[config.mk]
export PLATFORM = sky130hd
export DESIGN_NAME = page_mode_dram_controller
export DESIGN_NICKNAME = d
export VERILOG_FILES = /design/src/dram_ctrl_pkg.sv /design/src/page_mode_dram_controller.sv /design/src/refresh_timer.sv
export SDC_FILE = /design/constraint.sdc
export NUM_CORES = 1
export LEC_CHECK = 0
export BUFFER_PORTS_ARGS = -buffer_cell sky130_fd_sc_hd__buf_2
export CELL_PAD_IN_SITES_DETAIL_PLACEMENT = 1
export CELL_PAD_IN_SITES_GLOBAL_PLACEMENT = 1
export CORE_UTILIZATION = 41
export CTS_CLUSTER_SIZE = 10
export DETAILED_ROUTE_END_ITERATION = 16
export PLACE_DENSITY_LB_ADDON = 0.1
export SYNTH_ARGS = -nofsm -noshare
export SYNTH_HDL_FRONTEND = slang
export SYNTH_SLANG_ARGS = --single-unit
[constraint.sdc]
create_clock -name clk_sys -period 2.33 [get_ports clk_sys]
set_input_delay 0.3495 -clock clk_sys [delete_from_list [all_inputs] [get_ports clk_sys]]
set_output_delay 0.3495 -clock clk_sys [all_outputs]
set_load 0.01 [all_outputs]
[src/dram_ctrl_pkg.sv]
// constants, states and register layout for the page-mode dram controller
package dram_ctrl_pkg;
   localparam logic [7:0]  REFRESH_CTRL_OFFSET = 8'h33;
   localparam logic [7:0]  STATUS_OFFSET       = 8'h34;
   localparam logic [7:0]  RDATA_OFFSET        = 8'h35;
   localparam int          REF_DISABLE_BIT     = 15;
   localparam int          REF_INTERVAL_MSB    = 12;
   localparam int          REF_INTERVAL_W      = 13;
   localparam logic [15:0] REF_CTRL_RESET      = 16'h0000;
   localparam logic [12:0] REF_INTERVAL_DEFAULT = 13'h0138;
   localparam logic [15:0] REG_MAP_RESERVED_RD = 16'h0000;

   typedef enum logic [3:0]
   {
      ST_IDLE     = 4'b0000,
      ST_SETUP    = 4'b0001,
      ST_ROW      = 4'b0010,
      ST_COL      = 4'b0011,
      ST_COL_HOLD = 4'b0100,
      ST_PRE      = 4'b0101,
      ST_REF_CAS  = 4'b0110,
      ST_REF_RAS  = 4'b0111,
      ST_REF_END  = 4'b1000
   } dram_state_t;
endpackage

[src/page_mode_dram_controller.sv]
// Our own choice: the plain strobed port.
`timescale 1ns/1ps
// fast page-mode dram controller with cas-before-ras refresh
//
// Contract
// - reads start with data bus released, write high
// - row address out, then row strobe low
// - column address, column strobe low, then release
// - capture on return strobe rise; single ends row
// - page read keeps row, new column, restrobe
// - page read raises row strobe after column strobe, on return strobe rise
// - write starts with write strobe low first
// - column address and write data together
// - column strobe low commits write word
// - single write ends; page write restrobes
// - last page write word ends both strobes
// - refresh column strobe leads row strobe
// - refresh asserts row, then releases both
// - bit 15 disables all refresh
// - bits 12:0 plus one give refresh interval clocks
// - read data sampled on core clock at looped-back strobe rise
// - later page writes take two clocks; page reads wait for return strobe rise
// - strobes and address change on core clock
// - two splits: 10/8 and 9/9 row/column
// - address bit 19 picks bank row strobe
module page_mode_dram_controller #(
   parameter int DATA_W = 16,
   parameter int ADDR_W = 20,
   parameter int MA_W   = 10
)(
   input  wire logic              clk_sys,
   input  wire logic              rst_n,
   // register port
   input  wire logic [7:0]        reg_addr,
   input  wire logic [15:0]       reg_wdata,
   input  wire logic              reg_wr,
   input  wire logic              reg_rd,
   output logic [15:0]            reg_rdata,
   // access request port
   input  wire logic              acc_valid,
   input  wire logic              acc_write,
   input  wire logic [ADDR_W-1:0] acc_addr,
   input  wire logic [DATA_W-1:0] acc_wdata,
   input  wire logic              acc_last,
   input  wire logic              split_9_9,
   output logic                   acc_ready,
   output logic                   busy,
   output logic [DATA_W-1:0]      rd_data,
   output logic                   rd_valid,
   // dram pins
   output logic [MA_W-1:0]        mem_addr_bus,
   output logic [DATA_W-1:0]      mem_data_out,
   output logic                   mem_data_oe_n,
   input  wire logic [DATA_W-1:0] mem_data_in,
   output logic                   mem_write_strobe_n,
   output logic                   row_strobe0_n,
   output logic                   row_strobe1_n,
   output logic                   col_strobe_lo_n,
   output logic                   col_strobe_hi_n,
   input  wire logic              col_strobe_return
);
   initial
   begin
      if (DATA_W != 16 || ADDR_W != 20 || MA_W != 10)
      begin
         $error("page_mode_dram_controller: only 16/20/10 widths supported");
      end
   end

   typedef struct packed
   {
      dram_ctrl_pkg::dram_state_t state;
      logic [15:0]                ref_ctrl;
      logic                       is_write;
      logic                       bank;
      logic [ADDR_W-1:0]          addr;
      logic [DATA_W-1:0]          wdata;
      logic                       last;
      logic                       split99;
      logic [MA_W-1:0]            ma;
      logic [DATA_W-1:0]          dout;
      logic                       oe_n;
      logic                       we_n;
      logic                       ras_n;
      logic                       cas_n;
      logic                       ret_q;
      logic                       ret_seen;
      logic [DATA_W-1:0]          rdata;
      logic                       rvalid;
      logic [15:0]                bus_rdata;
   } ctrl_state_t;

   ctrl_state_t st_reg;
   ctrl_state_t st_next;
   logic        ref_req;
   logic        ref_grant;
   logic        ret_rise;

   refresh_timer #(
      .INTERVAL_W (dram_ctrl_pkg::REF_INTERVAL_W)
   ) u_refresh_timer (
      .clk_sys         (clk_sys),
      .rst_n           (rst_n),
      .disable_refresh (st_reg.ref_ctrl[dram_ctrl_pkg::REF_DISABLE_BIT]),
      .interval        (st_reg.ref_ctrl[dram_ctrl_pkg::REF_INTERVAL_MSB:0]),
      .grant           (ref_grant),
      .request         (ref_req)
   );

   // the return strobe is sampled on the core clock; its rise marks data valid
   assign ret_rise = col_strobe_return && !st_reg.ret_q;

   function automatic logic [MA_W-1:0] row_of(input logic [ADDR_W-1:0] a,
                                              input logic split);
      logic [MA_W-1:0] r;
      r = {1'b0, a[17:9]};
      if (!split)
      begin
         r = {a[8], a[17:9]};
      end
      return r;
   endfunction

   function automatic logic [MA_W-1:0] col_of(input logic [ADDR_W-1:0] a,
                                              input logic split);
      logic [MA_W-1:0] c;
      c = {2'b00, a[7:0]};
      if (split)
      begin
         c = {1'b0, a[8:0]};
      end
      return c;
   endfunction

   assign ref_grant = (st_reg.state == dram_ctrl_pkg::ST_IDLE) && ref_req;
   assign acc_ready = ((st_reg.state == dram_ctrl_pkg::ST_IDLE) && !ref_req)
                      || ((st_reg.state == dram_ctrl_pkg::ST_COL_HOLD)
                          && !st_reg.last && (st_reg.is_write || ret_rise));

   always_comb
   begin
      st_next           = st_reg;
      st_next.ret_q     = col_strobe_return;
      st_next.rvalid    = 1'b0;
      st_next.bus_rdata = dram_ctrl_pkg::REG_MAP_RESERVED_RD;

      if (reg_wr && reg_addr == dram_ctrl_pkg::REFRESH_CTRL_OFFSET)
      begin
         // reserved bits 14:13 are stored as written; software keeps them zero
         st_next.ref_ctrl = reg_wdata;
      end
      if (reg_rd)
      begin
         unique case (reg_addr)
            dram_ctrl_pkg::STATUS_OFFSET:
               st_next.bus_rdata = {11'h000, ref_req, st_reg.state};
            dram_ctrl_pkg::RDATA_OFFSET:
               st_next.bus_rdata = st_reg.rdata;
            default:
               st_next.bus_rdata = dram_ctrl_pkg::REG_MAP_RESERVED_RD;
         endcase
      end

      unique case (st_reg.state)
         dram_ctrl_pkg::ST_IDLE:
         begin
            st_next.oe_n  = 1'b1;
            st_next.we_n  = 1'b1;
            st_next.ras_n = 1'b1;
            st_next.cas_n = 1'b1;
            if (ref_req)
            begin
               st_next.cas_n = 1'b0;
               st_next.state = dram_ctrl_pkg::ST_REF_CAS;
            end
            else if (acc_valid)
            begin
               st_next.is_write = acc_write;
               st_next.bank     = acc_addr[19];
               st_next.addr     = acc_addr;
               st_next.wdata    = acc_wdata;
               st_next.last     = acc_last;
               st_next.split99  = split_9_9;
               st_next.we_n     = !acc_write;
               st_next.oe_n     = 1'b1;
               st_next.state    = dram_ctrl_pkg::ST_SETUP;
            end
         end
         dram_ctrl_pkg::ST_SETUP:
         begin
            st_next.ma    = row_of(st_reg.addr, st_reg.split99);
            st_next.state = dram_ctrl_pkg::ST_ROW;
         end
         dram_ctrl_pkg::ST_ROW:
         begin
            st_next.ras_n = 1'b0;
            st_next.state = dram_ctrl_pkg::ST_COL;
         end
         dram_ctrl_pkg::ST_COL:
         begin
            st_next.ma = col_of(st_reg.addr, st_reg.split99);
            if (st_reg.is_write)
            begin
               st_next.dout = st_reg.wdata;
               st_next.oe_n = 1'b0;
            end
            st_next.state = dram_ctrl_pkg::ST_PRE;
         end
         dram_ctrl_pkg::ST_PRE:
         begin
            st_next.cas_n    = 1'b0;
            st_next.ret_seen = 1'b0;
            st_next.state    = dram_ctrl_pkg::ST_COL_HOLD;
         end
         dram_ctrl_pkg::ST_COL_HOLD:
         begin
            st_next.cas_n = 1'b1;
            if (st_reg.is_write || ret_rise)
            begin
               if (!st_reg.is_write)
               begin
                  st_next.rdata  = mem_data_in;
                  st_next.rvalid = 1'b1;
               end
               if (st_reg.last)
               begin
                  st_next.ras_n = 1'b1;
                  st_next.we_n  = 1'b1;
                  st_next.oe_n  = 1'b1;
                  st_next.state = dram_ctrl_pkg::ST_IDLE;
               end
               else if (acc_valid)
               begin
                  // next page word: address plus strobe in two clocks
                  st_next.addr  = acc_addr;
                  st_next.wdata = acc_wdata;
                  st_next.last  = acc_last;
                  st_next.ma    = col_of(acc_addr, st_reg.split99);
                  if (st_reg.is_write)
                  begin
                     st_next.dout = acc_wdata;
                  end
                  st_next.state = dram_ctrl_pkg::ST_PRE;
               end
            end
         end
         dram_ctrl_pkg::ST_REF_CAS:
         begin
            st_next.ras_n = 1'b0;
            st_next.state = dram_ctrl_pkg::ST_REF_RAS;
         end
         dram_ctrl_pkg::ST_REF_RAS:
         begin
            st_next.ras_n = 1'b1;
            st_next.cas_n = 1'b1;
            st_next.state = dram_ctrl_pkg::ST_REF_END;
         end
         dram_ctrl_pkg::ST_REF_END:
         begin
            st_next.state = dram_ctrl_pkg::ST_IDLE;
         end
         default:
         begin
            st_next.state = dram_ctrl_pkg::ST_IDLE;
         end
      endcase
   end

   always_ff @(posedge clk_sys or negedge rst_n)
   begin
      if (!rst_n)
      begin
         st_reg          <= '0;
         st_reg.state    <= dram_ctrl_pkg::ST_IDLE;
         st_reg.ref_ctrl <= dram_ctrl_pkg::REF_CTRL_RESET;
         st_reg.oe_n     <= 1'b1;
         st_reg.we_n     <= 1'b1;
         st_reg.ras_n    <= 1'b1;
         st_reg.cas_n    <= 1'b1;
         st_reg.ret_q    <= 1'b1;
      end
      else
      begin
         st_reg <= st_next;
      end
   end

   // refresh strobes both banks; accesses pick one by the bank bit
   assign row_strobe0_n      = st_reg.ras_n | (st_reg.bank & !ref_active());
   assign row_strobe1_n      = st_reg.ras_n | (!st_reg.bank & !ref_active());
   assign col_strobe_lo_n    = st_reg.cas_n;
   assign col_strobe_hi_n    = st_reg.cas_n;
   assign mem_addr_bus       = st_reg.ma;
   assign mem_data_out       = st_reg.dout;
   assign mem_data_oe_n      = st_reg.oe_n;
   assign mem_write_strobe_n = st_reg.we_n;
   assign rd_data            = st_reg.rdata;
   assign rd_valid           = st_reg.rvalid;
   assign reg_rdata          = st_reg.bus_rdata;
   assign busy               = st_reg.state != dram_ctrl_pkg::ST_IDLE;

   function automatic logic ref_active();
      return st_reg.state == dram_ctrl_pkg::ST_REF_CAS
          || st_reg.state == dram_ctrl_pkg::ST_REF_RAS;
   endfunction
endmodule

[src/refresh_timer.sv]
`timescale 1ns/1ps
// refresh interval down-counter with sticky request
module refresh_timer #(
   parameter int INTERVAL_W = 13
)(
   input  wire logic                  clk_sys,
   input  wire logic                  rst_n,
   input  wire logic                  disable_refresh,
   input  wire logic [INTERVAL_W-1:0] interval,
   input  wire logic                  grant,
   output logic                       request
);
   typedef struct packed
   {
      logic [INTERVAL_W-1:0] count;
      logic                  req;
   } timer_state_t;

   timer_state_t st_reg;
   timer_state_t st_next;

   initial
   begin
      if (INTERVAL_W < 2 || INTERVAL_W > 16)
      begin
         $error("refresh_timer: unsupported INTERVAL_W");
      end
   end

   always_comb
   begin
      st_next = st_reg;
      if (disable_refresh)
      begin
         st_next.count = interval;
         st_next.req   = 1'b0;
      end
      else
      begin
         if (grant)
         begin
            st_next.req = 1'b0;
         end
         if (st_reg.count == '0)
         begin
            st_next.count = interval;
            st_next.req   = 1'b1;
         end
         else
         begin
            st_next.count = st_reg.count - 1'b1;
         end
      end
   end

   always_ff @(posedge clk_sys or negedge rst_n)
   begin
      if (!rst_n)
      begin
         st_reg <= '0;
      end
      else
      begin
         st_reg <= st_next;
      end
   end

   assign request = st_reg.req;
endmodule

==> out/metrics.yaml, run 1 <==
timing:
  hold_viol_final: 0
  post-route-period-util_pct: 94.18
  setup_viol: 0
  finalMaxSlewViolations: 0
  setup_tns_ns: 0
  clock.fmax_ghz: 0.4557
  fin_skew_ns: 0.009747
  whs_ns: 0.04300
  tightestPinTransition_ns: 0.6252
  rsz0062_at_grt: "false"
  post-route-min-period_ns: 2.194
  finalWorstSetupSlack_ns: 0.1357
  slew_headroom_pct: 58.32
clock_tree:
  insertion_delay_ns: 0.42
  cts_tree: "built"
  htree_levels: 4
  tritoncts.num_buffers: 17
  clkTransAtPathRegs_ns: 0.06
  cts_buffer_depth: 2
  ctsRootBufferMaster: "clkbuf_16"
  numClockSinks: 134
yosys:
  syn-mean-instance-area_um2: 10.64
  yosysTopAreaCellShare_pct: 50.66
  synth_top_cells_by_area: "dfrtp_1 (51%), mux2_2 (7.8%), buf_4 (7.0%)"
  synth_warnings: 0
  synth_fp_nets: 686
  async_flop_share_pct: 100.0
  synth_area_um2: 6372
  ys_seq_elements: 134
  yosysMostFrequentCell: "dfrtp_1"
  yosysUniqueCellTypes: 51
  yosysTopAreaCell: "dfrtp_1"
  synth_edf_count: 0
  yosysSeqAreaShare_pct: 52.72
  synth_common_cells: "dfrtp_1 (129), nand2_1 (79), buf_4 (59)"
  yosys_most_used_dff: "dfrtp_1"
  synthCells: 599
job:
  max-cap-violations: 0
global_route:
  grt_antenna_before_repair: 1
  grt-ovfl-total: 0
  track_usage_pct: 20.05
  grt_max_degree: 65
  grt_pass1_wl_um: 24700
  grt_use_met3_pct: 5.103
  busiest_layer: "met2"
  grt_pass1_vias: 4925
  gr-usage-met2_pct: 35.91
  met1_usage_pct: 23.38
drt:
  finalWirelength_um: 14940
  wl_per_cell_um: 16.42
  postRouteAntennaNets: 0
  dr_total_vias: 4554
  vias_per_cell: 5.004
  drt_iter0_drc: 136
  drc: 0
  drt_pass1_iterations: 4
placement:
  io_buffers: 148
  hpwl_um: 10470
  preCtsSetupSlack_ns: 0.1876
  dp.cells: 875
  routabilityCongestion: 0.7764
die:
  rows: 45
  core-area_um2: 15200
  start_util_pct: 41.92
  ioPinCount: 152
  die_area_um2: 16050
  die_h_um: 126.7
  fp.dieW_um: 126.7
finish:
  final_cells: 910
  largest_reg_flops: 58
  drive_gt1_share_pct: 36.57
  fin_nets: 797
  area_growth_pct: 19.85
  diodes: 0
  utilization_pct: 50.24
pwr:
  powerDensity_nw_per_um2: 1290
  leakage_nw: 3.673
  peakVddDrop_mv: 0.5906
hold_path:
  min_path_type: "input pin to flop"
worst_setup_path:
  crit_type: "flop to output port"
  start_kind: "flop"
  crit_arrival_ns: 1.84
  path_max_fanout: 8
  critical_path_required_ns: 1.98
  critPathCaptureType: "output port"
run_status:
  run_status: "finished clean"
[cell usage in the layout, fill, tap and decap left out, types with 3 or more instances in the layout]
master | Yosys | layout
clkbuf_16 | 0 | 17
clkbuf_1 | 12 | 3
a22oi_1 | 8 | 8
a22o_1 | 6 | 6
nand3_1 | 5 | 5
a21oi_1 | 16 | 16
nor2_1 | 40 | 40
nor3_1 | 5 | 4
nor4_1 | 5 | 5
nand2b_1 | 3 | 3
a31oi_1 | 18 | 17
buf_2 | 8 | 147
o21ai_0 | 16 | 15
xor2_1 | 6 | 6
mux2i_1 | 35 | 35
buf_12 | 0 | 3
dfrtp_1 | 129 | 128
buf_4 | 59 | 24
and2_1 | 12 | 12
mux2_2 | 44 | 43
nand2_1 | 79 | 79
xnor2_1 | 4 | 4
inv_1 | 42 | 42
dfstp_2 | 5 | 5
clkinv_2 | 0 | 6
nor2b_1 | 6 | 5
[through the flow]
stage               area (µm²)  power, mW
finish                    7637      9.852
global route              7637      10.56
CTS                       7592      9.932
detailed placement        7025      7.324
global placement          7025      7.132
floorplan                 6372      6.430
[final cells by class]
| cell class | instances | area (µm²) |
|---|---|---|
| clock buffer | 21 | 450.4 |
| fill | 1704 | 7565 |
| tap | 188 | 235.2 |
| multi-input combinational | 339 | 2330 |
| clock inverter | 10 | 106.4 |
| inverter | 42 | 157.7 |
| sequential | 134 | 3361 |
| timing repair buffer | 176 | 997.2 |
[power by group]
| group | switching (mW) | internal, mW |
|---|---|---|
| sequential | 0.566 | 3.19 |
| clock | 0.967 | 1.58 |
| combinational | 1.93 | 1.61 |
[logic make-up after synthesis]
family / synth area share, %
fa+ha+maj: 0.3926
xor+xnor: 1.374
compound gates: 8.227
buf+inv: 11.64
flops: 52.72
simple gates: 12.37
mux: 13.27
[worst max-delay path, cell delays in order (launching register included)]
cell      delay, ns
dfrtp_2        0.48
nor4b_4        0.36
nand2b_1       0.21
o21ai_0        0.20
buf_2          0.17
[metal layers]
| metal | vias up | wire length, µm |
|---|---|---|
| met5 | - | 13 |
| met1 | 2270 | 6267 |
| met3 | 15 | 627 |
| met4 | 2 | 227 |
| li1 | 2171 | - |
| met2 | 96 | 7805 |
[timing repair]
item                                    in CTS  in global routing
endpoints found under the hold margin       55                  0
gates resized for setup                      0                  5
setup buffers                                0                  3
endpoints found under the setup margin       0                  7
hold buffers                                 1                  0
[final timing paths]
path	startpoint	to	slack, ns	cells after the start
max in group asynchronous	rst_n	st_reg[109]$_DFFE_PN0P_	1.16	3
max reg2reg	st_reg[124]$_DFFE_PN0P_	mem_addr_bus[2]$_DFFE_PN0P_	0.27	4
max	st_reg[124]$_DFFE_PN0P_	acc_ready	0.14	4
min in group asynchronous	rst_n	mem_data_out[11]$_DFFE_PN0P_	0.49	2
min	col_strobe_return	st_reg[34]$_DFF_PN1_	0.04	1
min reg2reg	mem_data_oe_n$_DFFE_PN1P_	mem_data_oe_n$_DFFE_PN1P_	0.50	2
Power figures use the tool's default switching activity.
==> run 2, diff against run 1 <==
--- a/config.mk
+++ b/config.mk
@@ -5,12 +5,12 @@
 export SDC_FILE = /design/constraint.sdc
 export NUM_CORES = 1
 export LEC_CHECK = 0
-export BUFFER_PORTS_ARGS = -buffer_cell sky130_fd_sc_hd__buf_2
 export CELL_PAD_IN_SITES_DETAIL_PLACEMENT = 1
 export CELL_PAD_IN_SITES_GLOBAL_PLACEMENT = 1
-export CORE_UTILIZATION = 41
+export CORE_UTILIZATION = 49
 export CTS_CLUSTER_SIZE = 10
 export DETAILED_ROUTE_END_ITERATION = 16
+export DONT_BUFFER_PORTS = 1
 export PLACE_DENSITY_LB_ADDON = 0.1
 export SYNTH_ARGS = -nofsm -noshare
 export SYNTH_HDL_FRONTEND = slang
==> run 2 against run 1 <==
Net effect: the run now ends with hold timing left; critical path depth did not move; combinational power fell by 21%; sequential cell count did not move; global-route usage up 2.0 points; non-clock buffer count shrank 153; sequential power rose by 7.7%; sequential share of layout area grew 4.5 points; register-to-register slack worse by 0.09 ns; power about the same; largest power group unchanged; highest routed layer is now met4.
==> out/metrics.yaml, run 2 (synthesized netlist as in run 1, its figures left out) <==
finish:
  drive_gt1_share_pct: 19.82  # was 36.57%
  fillCellCount: 1371  # was 1704
  area_growth_pct: 8.718  # was 19.85%
  multi_input_area_um2: 2321  # was 2330 µm²
  fin_nets: 644  # was 797
  largest_reg_flops: 58  # unchanged
  final_common_cell: "dfrtp_1"  # was buf_2
  regArea_um2: 3359  # was 3361 µm²
  final_cell_mix: "dfrtp_1 (129), nand2_1 (79), mux2_2 (43), inv_1 (42), nor2_1 (40)"  # was buf_2 (147), dfrtp_1 (128), nand2_1 (79), mux2_2 (43), inv_1 (42)
die:
  rows: 41  # was 45
  core-area_um2: 12670  # was 15200 µm²
  fp.dieW_um: 116.0  # was 126.7 µm
  die_h_um: 116.0  # was 126.7 µm
  start_util_pct: 50.29  # was 41.92%
  ioPinCount: 152  # unchanged
  die_area_um2: 13470  # was 16050 µm²
clock_tree:
  postCtsHoldBufs: 1  # unchanged
  clkTransAtPathRegs_ns: 0.06  # about the same
  insertion_delay_ns: 0.41  # was 0.42 ns
  cts_buffer_depth: 2  # unchanged
  cts_setup_buffers: 0  # unchanged
  ctsRootBufferMaster: "clkbuf_16"  # unchanged
  htree_levels: 4  # unchanged
  tritoncts.num_buffers: 17  # unchanged
  cts_tree: "built"  # unchanged
  numClockSinks: 134  # unchanged
timing:
  rsz0062_at_grt: "false"  # unchanged
  setup_tns_ns: 0  # unchanged
  whs_ns: -0.3685  # was 0.04300 ns
  post-route-period-util_pct: 95.22  # was 94.18%
  post-route-min-period_ns: 2.219  # was 2.194 ns
  clock.fmax_ghz: 0.4507  # was 0.4557 GHz
  setup_viol: 0  # unchanged
  tightestPinTransition_ns: 0.9698  # was 0.6252 ns
  fin_skew_ns: 0.01014  # was 0.009747 ns
  slew_headroom_pct: 35.11  # was 58.32%
  finalMaxSlewViolations: 0  # unchanged
  hold_viol_final: 134  # was 0
worst_setup_path:
  slowest_stage: "dfrtp_1"  # was dfrtp_2
  critPathMaxStageDelay_ns: 0.48  # about the same
  start_kind: "flop"  # unchanged
  worstPathCellList: "nor4b_4 -> nand2b_1 -> o21ai_0 -> buf_4"  # was nor4b_4 -> nand2b_1 -> o21ai_0 -> buf_2
  r2r_slack_ns: 0.18  # was 0.27 ns
  critical_path_required_ns: 1.98  # about the same
  path_max_fanout: 7  # was 8
  critPathTopFamily: "simple AND/OR/NAND/NOR gates"  # unchanged
  critPathCaptureType: "output port"  # unchanged
  crit_type: "flop to output port"  # unchanged
  crit_arrival_ns: 1.87  # was 1.84 ns
  crit_buf_inv: 1  # unchanged
pwr:
  peakVddDrop_mv: 0.5987  # was 0.5906 mV
  powerDensity_nw_per_um2: 1423  # was 1290 nW/µm²
  leakage_nw: 3.085  # was 3.673 nW
drt:
  drt_iter0_drc: 212  # was 136
  postRouteAntennaNets: 0  # unchanged
  drt_pass1_iterations: 4  # unchanged
  drc: 0  # unchanged
  vias_per_cell: 5.452  # was 5.004
  wl_per_cell_um: 18.47  # was 16.42 µm
  finalWirelength_um: 13730  # was 14940 µm
  dr_total_vias: 4051  # was 4554
placement:
  routabilityCongestion: 0.7873  # was 0.7764
  hpwl_um: 9268  # was 10470 µm
  io_buffers: 0  # was 148
global_route:
  grt_antenna_before_repair: 1  # unchanged
  grt_pass1_wl_um: 22360  # was 24700 µm
  grt_max_degree: 135  # was 65
  grt_pass1_vias: 4383  # was 4925
  track_usage_pct: 22.01  # was 20.05%
  grt-ovfl-total: 0  # unchanged
hold_path:
  min_path_type: "input pin to async pin"  # was input pin to flop
job:
  max-cap-violations: 0  # unchanged
run_status:
  run_status: "finished, violations left"  # was finished clean
  violations: "hold timing"
==> run 2: final timing paths <==
check | startpoint | end | cells after the start
hold reg to reg | st_reg[120]$_DFFE_PN0P_ | u_refresh_timer.request$_DFFE_PN0P_ | 1
min in group clk_sys | acc_wdata[10] | st_reg[77]$_DFFE_PN0P_ | 2
max in group asynchronous | rst_n | col_strobe_hi_n$_DFFE_PN1P_ | 0
hold / removal | rst_n | mem_data_out[8]$_DFFE_PN0P_ | 0
setup reg to reg | u_refresh_timer.st_reg[1]$_DFF_PN0_ | u_refresh_timer.st_reg[12]$_DFF_PN0_ | 7
setup / recovery | st_reg[122]$_DFFE_PN0P_ | acc_ready | 4
==> run 2: layout make-up <==
type                            count  area share [%]
Sequential cell                   134           48.49
Multi-Input combinational cell    339           33.50
Clock buffer                       19           6.393
Clock inverter                     13           3.305
Tap cell                          172           3.106
Timing Repair Buffer               23           2.890
Inverter                           42           2.276
Antenna cell                        1         0.03612
==> run 2: report_power, final <==
group / switching [mW] / leakage [nW] / internal (mW)
sequential: 0.861 / 1.68 / 3.19
combinational: 1.49 / 1.08 / 1.29
clock: 0.989 / 0.327 / 2.03
==> run 2: stage by stage <==
stage,worst slack (ns),cells,instance area [µm²],util [%],total power [mW]
finish,0.1114,743,6928,54.68,9.860
global route,0.008031,742,6925,54.66,10.49
global placement,0.2293,709,6231,49.18,6.677
CTS,0.01874,742,6913,54.56,9.974
detailed placement,0.09519,709,6231,49.18,6.888
floorplan,0.4617,599,6372,-,6.430
==> run 2: per-layer routing <==
layer | wire [µm] | GRT usage [%]
met1 | 5478 | 25.79
met2 | 7034 | 37.14
met3 | 952 | 7.165
met4 | 260 | 9.316
met5 | 0 | 0
==> run 2: timing repair <==
item	CTS	global route
endpoints found under the setup margin	0	3
gates resized for setup	0	3
hold endpoints to repair	135	134
==> run 3, diff against run 2 <==
==> constraint.sdc (replaced) <==
create_clock -name clk_sys -period 2.33 [get_ports clk_sys]
set_input_delay 0.233 -clock clk_sys [delete_from_list [all_inputs] [get_ports clk_sys]]
set_output_delay 0.233 -clock clk_sys [all_outputs]
set_load 0.01 [all_outputs]
==> run 3 against run 2 <==
Net effect: the run still ends with hold timing left; die area unchanged; via count up 6.3%; power rose by 2.8%; sequential power about the same; hold slack lost 0.12 ns; clock skew decreased by 0.0020 ns; sequential cell count did not move; first-iteration DRC count decreased by 3.8%; core utilization grew 5.3 points; register-to-register slack better by 0.03 ns; clock power is 4% higher; critical path depth is 2 higher.
==> out/metrics.yaml, run 3 (synthesized netlist as in run 1, its figures left out) <==
run_status:
  run_status: "finished, violations left"  # unchanged
  violations: "hold timing"  # unchanged
timing:
  setup_viol: 0  # unchanged
  slew_headroom_pct: 38.19  # was 35.11%
  hold_viol_final: 134  # unchanged
  finalMaxSlewViolations: 0  # unchanged
  post-route-min-period_ns: 2.199  # was 2.219 ns
  tightestPinTransition_ns: 0.9237  # was 0.9698 ns
  rsz0062_at_grt: "false"  # unchanged
  clock.fmax_ghz: 0.4547  # was 0.4507 GHz
  setup_tns_ns: 0  # unchanged
  post-route-period-util_pct: 94.38  # was 95.22%
  whs_ns: -0.4909  # was -0.3685 ns
  fin_skew_ns: 0.008157  # was 0.01014 ns
die:
  die_h_um: 116.0  # unchanged
  core-area_um2: 12670  # unchanged
  die_area_um2: 13470  # unchanged
  rows: 41  # unchanged
  fp.dieW_um: 116.0  # unchanged
  start_util_pct: 50.29  # unchanged
  ioPinCount: 152  # unchanged
worst_setup_path:
  crit_arrival_ns: 1.97  # was 1.87 ns
  start_kind: "flop"  # unchanged
  critical_path_required_ns: 2.10  # was 1.98 ns
  path_max_fanout: 13  # was 7
  slowest_stage: "dfrtp_1"  # unchanged
  crit_buf_inv: 3  # was 1
  critPathCaptureType: "output port"  # unchanged
  critPathTopFamily: "buffers and inverters"  # was simple AND/OR/NAND/NOR gates
  crit_cells: 6  # was 4
  crit_top_cell: "buf_4"
  crit_type: "flop to output port"  # unchanged
  worstPathCellList: "buf_4 -> nor4_1 -> buf_4 -> nand2b_1 -> o21ai_0 -> buf_4"  # was nor4b_4 -> nand2b_1 -> o21ai_0 -> buf_4
  r2r_cells: 4  # was 7
  critPathMaxStageDelay_ns: 0.44  # was 0.48 ns
drt:
  finalWirelength_um: 15380  # was 13730 µm
  drc: 0  # unchanged
  met1_length_um: 6178  # was 5478 µm
  vias_per_cell: 5.344  # was 5.452
  drt_pass1_iterations: 4  # unchanged
  postRouteAntennaNets: 0  # unchanged
  dr_wl_met2_um: 8113  # was 7034 µm
  dr_total_vias: 4307  # was 4051
  wl_met3_um: 847  # was 952 µm
  drt_iter0_drc: 204  # was 212
  wl_per_cell_um: 19.08  # was 18.47 µm
  highest_layer: "met4"  # unchanged
clock_tree:
  cts_setup_buffers: 0  # unchanged
  cts_tree: "built"  # unchanged
  tritoncts.num_buffers: 17  # unchanged
  insertion_delay_ns: 0.42  # was 0.41 ns
  ctsRootBufferMaster: "clkbuf_16"  # unchanged
  cts_buffer_depth: 2  # unchanged
  numClockSinks: 134  # unchanged
  clkTransAtPathRegs_ns: 0.06  # about the same
  htree_levels: 4  # unchanged
  postCtsHoldBufs: 69  # was 1
pwr:
  peakVddDrop_mv: 0.6146  # was 0.5987 mV
  powerDensity_nw_per_um2: 1334  # was 1423 nW/µm²
  netSwitchingFraction_pct: 34.11  # was 33.87%
  leakage_nw: 3.350  # was 3.085 nW
  p_comb_share_pct: 28.8  # was 28.2%
  p_sw_mw: 3.456  # was 3.340 mW
  power_frac_seq_pct: 40.1  # was 41.1%
  p_int_mw: 6.677  # was 6.520 mW
  pwr-share-clk_pct: 31.1  # was 30.6%
placement:
  dp.cells: 705  # was 709
  hpwl_um: 9055  # was 9268 µm
  io_buffers: 0  # unchanged
  routabilityCongestion: 0.7905  # was 0.7873
finish:
  fin_nets: 708  # was 644
  diodes: 0  # was 1
  largest_reg_flops: 58  # unchanged
  final_cell_mix: "dfrtp_1 (129), nand2_1 (79), dlygate4sd3_1 (69), mux2_2 (44), inv_1 (42)"  # was dfrtp_1 (129), nand2_1 (79), mux2_2 (43), inv_1 (42), nor2_1 (40)
  final_cells: 806  # was 743
  drive_gt1_share_pct: 17.03  # was 19.82%
  final_common_cell: "dfrtp_1"  # unchanged
  area_growth_pct: 19.16  # was 8.718%
global_route:
  grt_max_degree: 135  # unchanged
  grt_pass1_vias: 4841  # was 4383
  track_usage_pct: 24.47  # was 22.01%
  grt-ovfl-total: 0  # unchanged
  grt_pass1_wl_um: 24650  # was 22360 µm
  grt_antenna_before_repair: 0  # was 1
job:
  max-cap-violations: 0  # unchanged
hold_path:
  min_path_type: "input pin to async pin"  # unchanged
run 3: worst register-to-register path: cells and delay by family (launching register included):
| family | cells | cell delay, ns |
|---|---|---|
| buffers and inverters | 1 | 0.34 |
| DFF | 1 | 0.44 |
| muxes | 1 | 0.43 |
| and+or+nand+nor | 2 | 0.80 |
run 3: routing by layer:
metal,vias to the layer above,global-route usage (%)
met1,2187,27.83
met5,-,0
li1,1991,-
met2,109,43.21
met4,0,10.00
met3,20,6.956
run 3: final timing paths:
| path | end | startpoint | slack, ns |
|---|---|---|---|
| worst max-delay path | acc_ready | st_reg[122]$_DFFE_PN0P_ | 0.13 |
| worst min-delay path | mem_data_out[9]$_DFFE_PN0P_ | rst_n | -0.49 |
| worst max register to register | rd_data[7]$_DFFE_PN0P_ | st_reg[122]$_DFFE_PN0P_ | 0.21 |
| worst min register to register | u_refresh_timer.request$_DFFE_PN0P_ | st_reg[120]$_DFFE_PN0P_ | 0.48 |
| max in group asynchronous | col_strobe_hi_n$_DFFE_PN1P_ | rst_n | 2.47 |
| min in group clk_sys | st_reg[121]$_DFFE_PN0P_ | acc_valid | 0.03 |
run 3: layout make-up:
| class | instances | area (µm²) |
|---|---|---|
| Tap cell | 172 | 215.2 |
| Inverter | 42 | 157.7 |
| Clock buffer | 19 | 442.9 |
| Fill cell | 1330 | 5077 |
| Multi-Input combinational cell | 339 | 2315 |
| Clock inverter | 13 | 252.7 |
| Sequential cell | 134 | 3359 |
| Timing Repair Buffer | 87 | 850.8 |
run 3: power groups by stage:
stage / clock [mW] / combinational [mW] / sequential [mW]
2_1_floorplan: 0 / 2.78 / 3.66
4_1_cts: 3.20 / 2.92 / 4.06
5_1_grt: 3.28 / 3.24 / 4.19
3_5_place_dp: 0 / 2.78 / 4.08
3_3_place_gp: 0 / 2.64 / 4.01
6_report: 3.15 / 2.92 / 4.07
run 3: stage by stage:
| stage | utilization, % | power [mW] | instance area (µm²) | hold WS, ns | setup WS (ns) |
|---|---|---|---|---|---|
| 3_3_place_gp | 48.94 | 6.654 | 6201 | -0.05961 | 0.3049 |
| 3_5_place_dp | 48.94 | 6.859 | 6201 | -0.06003 | 0.2367 |
| 5_1_grt | 59.93 | 10.71 | 7594 | -0.5104 | 0.008101 |
| 6_report | 59.93 | 10.13 | 7594 | -0.4909 | 0.1309 |
| 4_1_cts | 59.88 | 10.18 | 7587 | -0.5124 | 0.08081 |
| 2_1_floorplan | - | 6.430 | 6372 | -0.06259 | 0.4617 |
run 3: what timing repair did:
item	CTS	global route
hold endpoints to repair	220	134
endpoints found under the setup margin	0	2
resized for setup	0	1
